<file path="config.mk">
export PLATFORM = sky130hd
export DESIGN_NAME = orx_ext_regs
export DESIGN_NICKNAME = d
export VERILOG_FILES = /design/src/common/orx_pkg.sv /design/src/rtl/orx_side_ext.sv /design/src/rtl/orx_ext_regs.sv
export SDC_FILE = /design/constraint.sdc
export NUM_CORES = 1
export LEC_CHECK = 0
export ABC_AREA = 1
export BUFFER_PORTS_ARGS = -buffer_cell sky130_fd_sc_hd__buf_4
export CORE_MARGIN = 2
export CORE_UTILIZATION = 50
export DETAILED_ROUTE_END_ITERATION = 8
export PLACE_DENSITY = 0.85
export SETUP_SLACK_MARGIN = 0.15
export SLEW_MARGIN = 20
export SYNTH_ARGS = -nofsm -noshare
export SYNTH_HDL_FRONTEND = slang
export SYNTH_SLANG_ARGS = --single-unit
</file>
<file path="constraint.sdc">
create_clock -name ref_clk_in -period 3.55 [get_ports ref_clk_in]
set_input_delay 0.71 -clock ref_clk_in [delete_from_list [all_inputs] [get_ports ref_clk_in]]
set_output_delay 0.71 -clock ref_clk_in [all_outputs]
set_load 0.01 [all_outputs]
</file>
<file path="src/common/orx_pkg.sv">
// constants, field layout and types for the per-channel range extension registers
// assumes one register clock; companion range codes arrive from logic on that clock
package orx_pkg;

  localparam int ORX_CH       = 8;
  localparam int ORX_CODE_W   = 2;
  localparam int ORX_CH_PER_RR = 4;
  localparam int ORX_RR_W     = ORX_CODE_W * ORX_CH_PER_RR;

  // register word layout
  localparam int ORX_DIR_BIT  = 15;
  localparam int ORX_ADDR_HI  = 14;
  localparam int ORX_ADDR_LO  = 9;
  localparam int ORX_RSVD_BIT = 8;
  localparam int ORX_EXT_HI   = 7;
  localparam int ORX_IDX_W    = ORX_ADDR_HI - ORX_ADDR_LO + 1;

  // register indices; byte address is four times the index
  localparam logic [ORX_IDX_W-1:0] ORX_IDX_SIDE_A = 6'h0a;
  localparam logic [ORX_IDX_W-1:0] ORX_IDX_SIDE_B = 6'h0b;
  localparam logic [ORX_IDX_W-1:0] ORX_IDX_CMD    = 6'h30;
  localparam logic [ORX_IDX_W-1:0] ORX_IDX_RDBK   = 6'h31;
  localparam int                   ORX_IDX_LSB    = 2;

  localparam logic [15:0] ORX_RST_SIDE_A = 16'h1400;
  localparam logic [15:0] ORX_RST_SIDE_B = 16'h1600;
  localparam logic [15:0] ORX_RST_RDBK   = 16'h0000;

  localparam logic [1:0] ORX_HTRANS_NONSEQ_BIT = 2'h2;
  localparam logic [1:0] ORX_HRESP_OKAY        = 2'h0;

  typedef enum logic [1:0] {
    ORX_PM10V,
    ORX_PM2V5,
    ORX_PM5V
  } orx_range_t;

  typedef struct packed {
    orx_range_t base;
    logic       widened;
  } orx_chan_range_t;

  function automatic orx_range_t orx_decode(input logic [ORX_CODE_W-1:0] code);
    orx_range_t r;
    r = ORX_PM10V;
    unique case (code)
      2'h0: r = ORX_PM10V;
      2'h1: r = ORX_PM2V5;
      2'h2: r = ORX_PM5V;
      2'h3: r = ORX_PM10V;
    endcase
    return r;
  endfunction

endpackage

</file>
<file path="src/rtl/orx_side_ext.sv">
// extension enable byte and effective per-channel range of one converter side
// assumes range codes come from the same clock domain, no synchroniser needed
`timescale 1ns/1ps
module orx_side_ext
  import orx_pkg::*;
#(
  parameter int                CH      = ORX_CH,
  parameter logic [ORX_CH-1:0] RST_EXT = '0
) (
  input  wire logic                    ref_clk_in,
  input  wire logic                    rst_in,
  input  wire logic                    wr_en_in,
  input  wire logic [CH-1:0]           wr_byte_in,
  input  wire logic [ORX_RR_W-1:0]     range_lo_in,
  input  wire logic [ORX_RR_W-1:0]     range_hi_in,
  output logic      [CH-1:0]           ext_out,
  output orx_chan_range_t [CH-1:0]     chan_out
);

  logic [CH-1:0]           ext_q;
  orx_chan_range_t [CH-1:0] chan_q;

  always_ff @(posedge ref_clk_in) begin
    if (rst_in) begin
      ext_q <= RST_EXT;
    end else if (wr_en_in) begin
      ext_q <= wr_byte_in;
    end
  end

  // low four channels read the low range register, upper four the high one
  for (genvar n = 0; n < CH; n++) begin : g_chan
    localparam int K = n % ORX_CH_PER_RR;
    logic [ORX_CODE_W-1:0] code;
    assign code = (n < ORX_CH_PER_RR) ? range_lo_in[K*ORX_CODE_W +: ORX_CODE_W]
                                      : range_hi_in[K*ORX_CODE_W +: ORX_CODE_W];
    always_ff @(posedge ref_clk_in) begin
      if (rst_in) begin
        chan_q[n] <= '{base: ORX_PM10V, widened: 1'b0};
      end else begin
        chan_q[n].base    <= orx_decode(code);
        chan_q[n].widened <= ext_q[n];
      end
    end
  end

  assign ext_out  = ext_q;
  assign chan_out = chan_q;

endmodule // orx_side_ext

</file>
<file path="src/rtl/orx_ext_regs.sv">
// AHB-Lite slave holding the side A and side B range extension registers
// assumes a single AHB-Lite master, word transfers only, hsel from an outside decoder
// Functional notes
// - bit 15 of a register word: 0 reads the addressed register, 1 writes it
// - bits 14..9 address the register; side A is 0x0a, side B is 0x0b
// - bit 8 is reserved and always reads back as zero
// - extension bit n set widens channel n range by twenty percent, clear keeps it
// - side A channels 4..7 qualify register 0x05 codes, 0..3 register 0x04
// - side B channels 4..7 qualify register 0x07 codes, 0..3 register 0x06
// - side B register at 0xb resets to 0x1600, all extension bits clear
// - side A register at 0xa resets to 0x1400, all extension bits clear
// - range code 00 and 11 give 10 V, 01 gives 2.5 V, 10 gives 5 V
//
// Implementation choice: register access over AHB-Lite.
`timescale 1ns/1ps
module orx_ext_regs
  import orx_pkg::*;
#(
  parameter int ADDR_W = 8
) (
  input  wire logic                 ref_clk_in,
  input  wire logic                 rst_in,
  input  wire logic                 hsel_in,
  input  wire logic [ADDR_W-1:0]    haddr_in,
  input  wire logic [1:0]           htrans_in,
  input  wire logic                 hwrite_in,
  input  wire logic [2:0]           hsize_in,
  input  wire logic [31:0]          hwdata_in,
  input  wire logic                 hready_in,
  output logic      [31:0]          hrdata_out,
  output logic                      hreadyout_out,
  output logic      [1:0]           hresp_out,
  input  wire logic [ORX_RR_W-1:0]  side_a_range_lo_in,
  input  wire logic [ORX_RR_W-1:0]  side_a_range_hi_in,
  input  wire logic [ORX_RR_W-1:0]  side_b_range_lo_in,
  input  wire logic [ORX_RR_W-1:0]  side_b_range_hi_in,
  output orx_chan_range_t [ORX_CH-1:0] side_a_range_out,
  output orx_chan_range_t [ORX_CH-1:0] side_b_range_out
);

  typedef enum logic [1:0] {
    ORX_BUS_IDLE,
    ORX_BUS_WRITE,
    ORX_BUS_READ,
    ORX_BUS_RDOUT
  } orx_bus_t;

  orx_bus_t             bus_q;
  orx_bus_t             bus_d;
  logic [ORX_IDX_W-1:0] idx_q;
  logic [31:0]          hrdata_q;
  logic [15:0]          rdbk_q;
  logic [ORX_CH-1:0]    ext_a;
  logic [ORX_CH-1:0]    ext_b;
  logic                 accept;
  logic                 cmd_wr;
  logic [15:0]          cmd_word;
  logic [ORX_IDX_W-1:0] cmd_idx;
  logic                 wr_a;
  logic                 wr_b;
  logic [ORX_CH-1:0]    wr_byte;

  // device register word as the host sees it: direction bit reads 0
  function automatic logic [15:0] dev_word(input logic [ORX_IDX_W-1:0] idx,
                                           input logic [ORX_CH-1:0] ea,
                                           input logic [ORX_CH-1:0] eb);
    logic [15:0] w;
    w = '0;
    if (idx == ORX_IDX_SIDE_A) begin
      w = {ORX_RST_SIDE_A[15:ORX_EXT_HI+1], ea};
    end else if (idx == ORX_IDX_SIDE_B) begin
      w = {ORX_RST_SIDE_B[15:ORX_EXT_HI+1], eb};
    end
    w[ORX_RSVD_BIT] = 1'b0;
    w[ORX_DIR_BIT]  = 1'b0;
    return w;
  endfunction

  function automatic logic [31:0] bus_word(input logic [ORX_IDX_W-1:0] idx,
                                           input logic [ORX_CH-1:0] ea,
                                           input logic [ORX_CH-1:0] eb,
                                           input logic [15:0] rb);
    logic [31:0] w;
    w = '0;
    if (idx == ORX_IDX_RDBK) begin
      w[15:0] = rb;
    end else begin
      w[15:0] = dev_word(idx, ea, eb);
    end
    return w;
  endfunction

  assign accept = hsel_in && hready_in && (htrans_in & ORX_HTRANS_NONSEQ_BIT) != 2'h0;

  // reads take one wait state so that hrdata comes from a flop and still sees
  // a write committed in the cycle just before
  always_comb begin
    bus_d = bus_q;
    unique case (bus_q)
      ORX_BUS_READ: bus_d = ORX_BUS_RDOUT;
      ORX_BUS_IDLE, ORX_BUS_WRITE, ORX_BUS_RDOUT: begin
        if (accept) begin
          bus_d = hwrite_in ? ORX_BUS_WRITE : ORX_BUS_READ;
        end else begin
          bus_d = ORX_BUS_IDLE;
        end
      end
    endcase
  end

  always_ff @(posedge ref_clk_in) begin
    if (rst_in) begin
      bus_q <= ORX_BUS_IDLE;
      idx_q <= '0;
    end else begin
      bus_q <= bus_d;
      if (accept) begin
        idx_q <= haddr_in[ORX_IDX_LSB +: ORX_IDX_W];
      end
    end
  end

  always_ff @(posedge ref_clk_in) begin
    if (rst_in) begin
      hrdata_q <= '0;
    end else if (bus_q == ORX_BUS_READ) begin
      hrdata_q <= bus_word(idx_q, ext_a, ext_b, rdbk_q);
    end
  end

  // command word path: direction bit and address field pick the target
  assign cmd_word = hwdata_in[15:0];
  assign cmd_idx  = cmd_word[ORX_ADDR_HI:ORX_ADDR_LO];
  assign cmd_wr   = (bus_q == ORX_BUS_WRITE) && (idx_q == ORX_IDX_CMD);

  always_comb begin
    wr_a    = 1'b0;
    wr_b    = 1'b0;
    wr_byte = hwdata_in[ORX_EXT_HI:0]; // bit 8 never stored
    if (bus_q == ORX_BUS_WRITE) begin
      if (idx_q == ORX_IDX_SIDE_A) begin
        wr_a = 1'b1;
      end else if (idx_q == ORX_IDX_SIDE_B) begin
        wr_b = 1'b1;
      end else if (cmd_wr && cmd_word[ORX_DIR_BIT]) begin
        wr_a = (cmd_idx == ORX_IDX_SIDE_A);
        wr_b = (cmd_idx == ORX_IDX_SIDE_B);
      end
    end
  end

  always_ff @(posedge ref_clk_in) begin
    if (rst_in) begin
      rdbk_q <= ORX_RST_RDBK;
    end else if (cmd_wr && !cmd_word[ORX_DIR_BIT]) begin
      rdbk_q <= dev_word(cmd_idx, ext_a, ext_b);
    end
  end

  orx_side_ext #(
    .CH      (ORX_CH),
    .RST_EXT (ORX_RST_SIDE_A[ORX_EXT_HI:0])
  ) u_side_a (
    .ref_clk_in  (ref_clk_in),
    .rst_in      (rst_in),
    .wr_en_in    (wr_a),
    .wr_byte_in  (wr_byte),
    .range_lo_in (side_a_range_lo_in),
    .range_hi_in (side_a_range_hi_in),
    .ext_out     (ext_a),
    .chan_out    (side_a_range_out)
  );

  orx_side_ext #(
    .CH      (ORX_CH),
    .RST_EXT (ORX_RST_SIDE_B[ORX_EXT_HI:0])
  ) u_side_b (
    .ref_clk_in  (ref_clk_in),
    .rst_in      (rst_in),
    .wr_en_in    (wr_b),
    .wr_byte_in  (wr_byte),
    .range_lo_in (side_b_range_lo_in),
    .range_hi_in (side_b_range_hi_in),
    .ext_out     (ext_b),
    .chan_out    (side_b_range_out)
  );

  assign hrdata_out    = hrdata_q;
  assign hreadyout_out = (bus_q != ORX_BUS_READ);
  assign hresp_out     = ORX_HRESP_OKAY;

  a_reset_side_a: assert property (@(posedge ref_clk_in)
    rst_in |=> ext_a == ORX_RST_SIDE_A[ORX_EXT_HI:0])
    else $error("side A extension bits not cleared by reset");

  // no write can commit while a read waits, so ext_b still equals what was loaded
  a_reset_side_b: assert property (@(posedge ref_clk_in) disable iff (rst_in)
    bus_q == ORX_BUS_RDOUT && idx_q == ORX_IDX_SIDE_B |->
    hrdata_out[15:0] == {ORX_RST_SIDE_B[15:ORX_EXT_HI+1], ext_b})
    else $error("side B word does not match its reset layout");

  a_rsvd_reads_zero: assert property (@(posedge ref_clk_in) disable iff (rst_in)
    bus_q == ORX_BUS_RDOUT && (idx_q == ORX_IDX_SIDE_A || idx_q == ORX_IDX_SIDE_B ||
    idx_q == ORX_IDX_RDBK) |-> !hrdata_out[ORX_RSVD_BIT])
    else $error("reserved bit read back as one");

  a_direct_write_a: assert property (@(posedge ref_clk_in) disable iff (rst_in)
    bus_q == ORX_BUS_WRITE && idx_q == ORX_IDX_SIDE_A |=>
    ext_a == $past(hwdata_in[ORX_EXT_HI:0]) ##1
    side_a_range_out[0].widened == $past(ext_a[0]))
    else $error("side A write not applied to channel widening");

  a_cmd_write_b: assert property (@(posedge ref_clk_in) disable iff (rst_in)
    cmd_wr && cmd_word[ORX_DIR_BIT] && cmd_idx == ORX_IDX_SIDE_B |=>
    ext_b == $past(hwdata_in[ORX_EXT_HI:0]) && $stable(ext_a))
    else $error("command write did not reach side B only");

  a_cmd_read_keeps: assert property (@(posedge ref_clk_in) disable iff (rst_in)
    cmd_wr && !cmd_word[ORX_DIR_BIT] |=> $stable(ext_a) && $stable(ext_b) &&
    rdbk_q[ORX_ADDR_HI:ORX_ADDR_LO] == (($past(cmd_idx) == ORX_IDX_SIDE_A ||
    $past(cmd_idx) == ORX_IDX_SIDE_B) ? $past(cmd_idx) : 6'h00))
    else $error("command read changed a register or lost its address");

  a_read_wait_state: assert property (@(posedge ref_clk_in) disable iff (rst_in)
    accept && !hwrite_in |=> !hreadyout_out ##1 hreadyout_out)
    else $error("read data phase not exactly one wait state");

  a_hi_code_side_a: assert property (@(posedge ref_clk_in) disable iff (rst_in)
    !$past(rst_in) |->
    side_a_range_out[4].base == orx_decode($past(side_a_range_hi_in[1:0])) &&
    side_a_range_out[0].base == orx_decode($past(side_a_range_lo_in[1:0])))
    else $error("side A channel not tied to its range register");

  a_lo_code_side_b: assert property (@(posedge ref_clk_in) disable iff (rst_in)
    !$past(rst_in) |->
    side_b_range_out[3].base == orx_decode($past(side_b_range_lo_in[7:6])) &&
    side_b_range_out[7].base == orx_decode($past(side_b_range_hi_in[7:6])))
    else $error("side B channel not tied to its range register");

  a_code_decode: assert property (@(posedge ref_clk_in) disable iff (rst_in)
    !$past(rst_in) && $past(side_a_range_lo_in[3:2]) == 2'h3 |->
    side_a_range_out[1].base == ORX_PM10V)
    else $error("range code 11 did not decode to 10 V");

endmodule // orx_ext_regs

</file>
== Word-level counts from Yosys, hierarchy flattened ==
Index checks and enable logic that the tools add are counted.
Operators by class
  equality and inequality tests: 58
  mux-type cells: 32
  reductions and logical operators: 40
Operators with widths (number)
  $pmux 2 s3: 16
  $eq 2x2->1 const B: 34
  $mux 13: 4
  $eq 2x1->1 const B: 17
  $logic_not 2->1: 17
  $reduce_or 2->1: 16
  $eq 6x4->1 const B: 4
  $mux 15: 1
  $eq 6x6->1 const B: 2
  $mux 1: 8
  $logic_and 1x1->1: 5
  $mux 2: 2
  $pmux 2 s2: 1
  $reduce_or 3->1: 1
  $ne 2x2->1 const B: 1
  $logic_not 1->1: 1
Word-level totals
  bits in registers: 102
  input bits: 82
  output and inout port bits: 83
  word-level logic and storage cells: 168

== Longest topological paths before layout ==
  depth in word-level cells: 7
  depth in mapped cells: 10
  gate-level depth less buffers: 9

== Modules after synthesis ==
A second synthesis with hierarchy kept.
Second synthesis, totals
  cells, all modules: 503
  area total of the unflattened synthesis: 3915.0 um^2
By module, submodules not included
  orx_side_ext: instances 2, cells an instance 126, area each 1059.8 um^2, sequential area each 640.6 um^2
  orx_ext_regs: instances 1, cells an instance 251, area each 1795.5 um^2, sequential area each 560.5 um^2

== Worst setup path before layout ==
No wires, ideal clock.
  path kind: input to register
  start point: input hwdata_in[11]
  end point: register u_side_a.ext_q[6] (netlist: u_side_a.ext_out[6])
  library setup time: 0.115 ns
  data arrival time: 1.539 ns
  data required time: 3.435 ns
  path slack: 1.896 ns
  cell stages on the path: 9
  path buffers: 1
  path through: inv_1 -> nand3_1 -> nor2_4 -> nand3_2 -> nand2_4 -> buf_8 -> nand3_1 -> nand2_1 -> nor2_1
On the way
  word-level cells in the longest chain between the ends: 5
RTL lines
  from (decl): RTL line orx_ext_regs.sv:28  | input wire logic [31:0] hwdata_in,
  $eq 6x4->1: RTL line orx_ext_regs.sv:146  | wr_a = (cmd_idx == ORX_IDX_SIDE_A);
  $mux 1: RTL line orx_ext_regs.sv:145  | end else if (cmd_wr && cmd_word[ORX_DIR_BIT]) begin
  $mux 1: RTL line orx_ext_regs.sv:143  | end else if (idx_q == ORX_IDX_SIDE_B) begin
  $mux 1: RTL line orx_ext_regs.sv:141  | if (idx_q == ORX_IDX_SIDE_A) begin
  $mux 1: RTL line orx_ext_regs.sv:140  | if (bus_q == ORX_BUS_WRITE) begin
  to (signal assigned): RTL line orx_side_ext.sv:27  | ext_q <= wr_byte_in;
  to (decl): RTL line orx_side_ext.sv:20  | logic [CH-1:0] ext_q;
No other way between the ends.
A chain may end at the register's enable or synchronous reset.

==> impl_metrics.tcl <==
set metrics [dict create \
    outcome "finished clean" \
    cp_max_fo 53 \
    first_pass_iters 4 \
    crit_chain "buf_4 > clkinv_1 > o21ai_0 > a41oi_1" \
    cts.sinks 92 \
    io_buffers 118 \
    yosysSeqAreaShare 0.519 \
    initialDrtViolationCount 176 \
    grt_max_degree 54 \
    fillCellCount 592 \
    maxSlewHeadroom 0.336 \
    fin_setup_tns_ns 0 \
    row_count 30 \
    fp.dieW_um 88.3 \
    post_cts_resized 0 \
    p_leak_nw 2.10 \
    ys_top_cells_by_area "dfxtp_1 52%, nor2_1 7.6%, nand2_1 7.2%" \
    slew_viol_final 0 \
    fmaxAchievable_mhz 438 \
    clkTransAtPathRegs_ns 0.08 \
    grt_setup_unrepaired "no" \
    worstSkewPairLatency_ns 0.34 \
    route.detailed.drc 0 \
    grtUsageTotal 0.208 \
    wl_met1_mm 3.21 \
    wl_met2_mm 3.81 \
    cts_max_path_buffers 2 \
    syn2layout_area_growth_pct 27.4 \
    die_h_um 88.3 \
    dpl.hpwl_mm 5.68 \
    fin_crit_ns 2.28 \
    worst_clock_skew_ns 0.00981 \
    synth_cells 456 \
    n_antenna_cell 0 \
    yosys_warnings 0 \
    drive_gt1_frac 0.258 \
    path_class "input pin to flip-flop" \
    required_ns 3.75 \
    core_sq_mm 0.00683 \
    avgRoutedWirePerCell_um 12.0 \
    avgViaCountPerCell 4.71 \
    netlist.area_leader.share 0.519 \
    p_total_mw 1.83 \
    h-tree-depth 3 \
    top_layer_used "met4" \
    setup.worst_path.start_class "input pin" \
    wl_met3_um 713 \
    tightest_slew_ns 0.989 \
    root_buffer "clkbuf_8" \
    io_pins 165 \
    postRouteAntennaNets 0 \
    dieArea_sq_mm 0.00779 \
    synth.cell_area_sq_mm 0.00355 \
    mostFrequentLayoutCells "120 x buf_4, 92 x dfxtp_1, 72 x nor2_1" \
    grt_pass1_vias 2831 \
    cts_setup_buffers 0 \
    holdBufCountCts 0 \
    hold_path.class "flip-flop to flip-flop" \
    cts_tree "done" \
    synth_top_cell_by_area "dfxtp_1" \
    cp_slowest_stage_delay_ns 0.94 \
    via_count 3132 \
    synth.avg_cell_area_sq_um 7.79 \
    fin_crit_sh 0.643 \
    setup_violations 0 \
    grt_remaining_overflow 0 \
    synth_cell_types 27 \
    whs_ns 0.465 \
    end_kind "flip-flop" \
    critPathSlowestCell "clkinv_1" \
    antenna_found_initial 0 \
    nNetsFinal 646 \
    place.gp.congestion 0.817 \
    hold_violations 0 \
    cp.arrival_ns 2.48 \
    grt_pass1_wl_mm 12.5 \
    numCtsBuffers 9 \
    wl_mm 7.95 \
    ys_ff_latch 92 \
    peakVddDrop_uv 190 \
    start_util 0.520 \
    cap_violations 0 \
    p_per_area_mw_per_mm2 404 \
    final_common_cell "buf_4" \
]
## area by class of cell
class                   instances  area, sq um  share of cell area
clock inverters                 4         23.8             0.00525
inverters                      53          199              0.0440
flip-flops and latches         92         1840               0.407
well taps                      96          120              0.0265
clock buffers                  12          135              0.0299
repair buffers                120          901               0.199
multi-input cells             288         1310               0.288
## final timing paths
check	depth (start not counted)	endpoint	from	slack [ns]
max reg2reg	8	rdbk_q[2]$_SDFFE_PP0P_	bus_q[0]$_SDFF_PP0_	1.41
min	2	rdbk_q[9]$_SDFFE_PP0P_	rdbk_q[9]$_SDFFE_PP0P_	0.46
max	4	hrdata_out[10]$_SDFFE_PP0N_	rst_in	1.27
min reg2reg	2	rdbk_q[9]$_SDFFE_PP0P_	rdbk_q[9]$_SDFFE_PP0P_	0.46
## metal layers
layer	track usage	up-vias
met1	0.239	1372
li1	-	1605
met4	0.117	0
met3	0.0410	14
met2	0.360	141
met5	0	-
## cells in the mapped netlist (all sizes together)
master and n:
nand3 22, a21oi 41, conb 1, buf 31
a31oi 1, o22ai 8, nand2 72, o21ai 25
clkbuf 14, dfxtp 92, nor2 77, nor3 17
a41oi 1, inv 53, nand4 1
## sequential cells by signal, indices dropped and copies added (netlist names)
| register | flops |
|---|---|
| u_side_a.chan_out | 24 |
| u_side_b.ext_out | 8 |
| hrdata_out | 10 |
| bus_q | 2 |
| rdbk_q | 10 |
| idx_q | 6 |
| u_side_a.ext_out | 8 |
| u_side_b.chan_out | 24 |
## cells by family after synthesis
group	after synthesis	share of synthesized area
simple gates	189	0.232
buf+inv	98	0.137
flops	92	0.519
compound gates	76	0.111
other cells	1	0.00106
## worst max-delay path: cells and delay by family
kind / cells / cell delay (ns)
AO/OA/AOI/OAI: 2 / 0.39
buffers and inverters: 2 / 1.36
## per-stage QoR
stage,util,std cells,instance area (sq um),setup WS [ns]
floorplan,-,478,3630,1.90
global placement,0.639,649,4370,1.23
detailed placement,0.639,649,4370,1.20
CTS,0.662,665,4530,1.45
global route,0.662,665,4530,0.962
finish,0.662,665,4530,1.27
## report_power, final
part           leakage, nW  total, mW  internal, mW  switching, mW
logic                 1.26      0.178        0.0843         0.0939
registers            0.747       1.06          1.05        0.00935
clock network       0.0845      0.585         0.254          0.331
(Power assumes the default switching activity.)
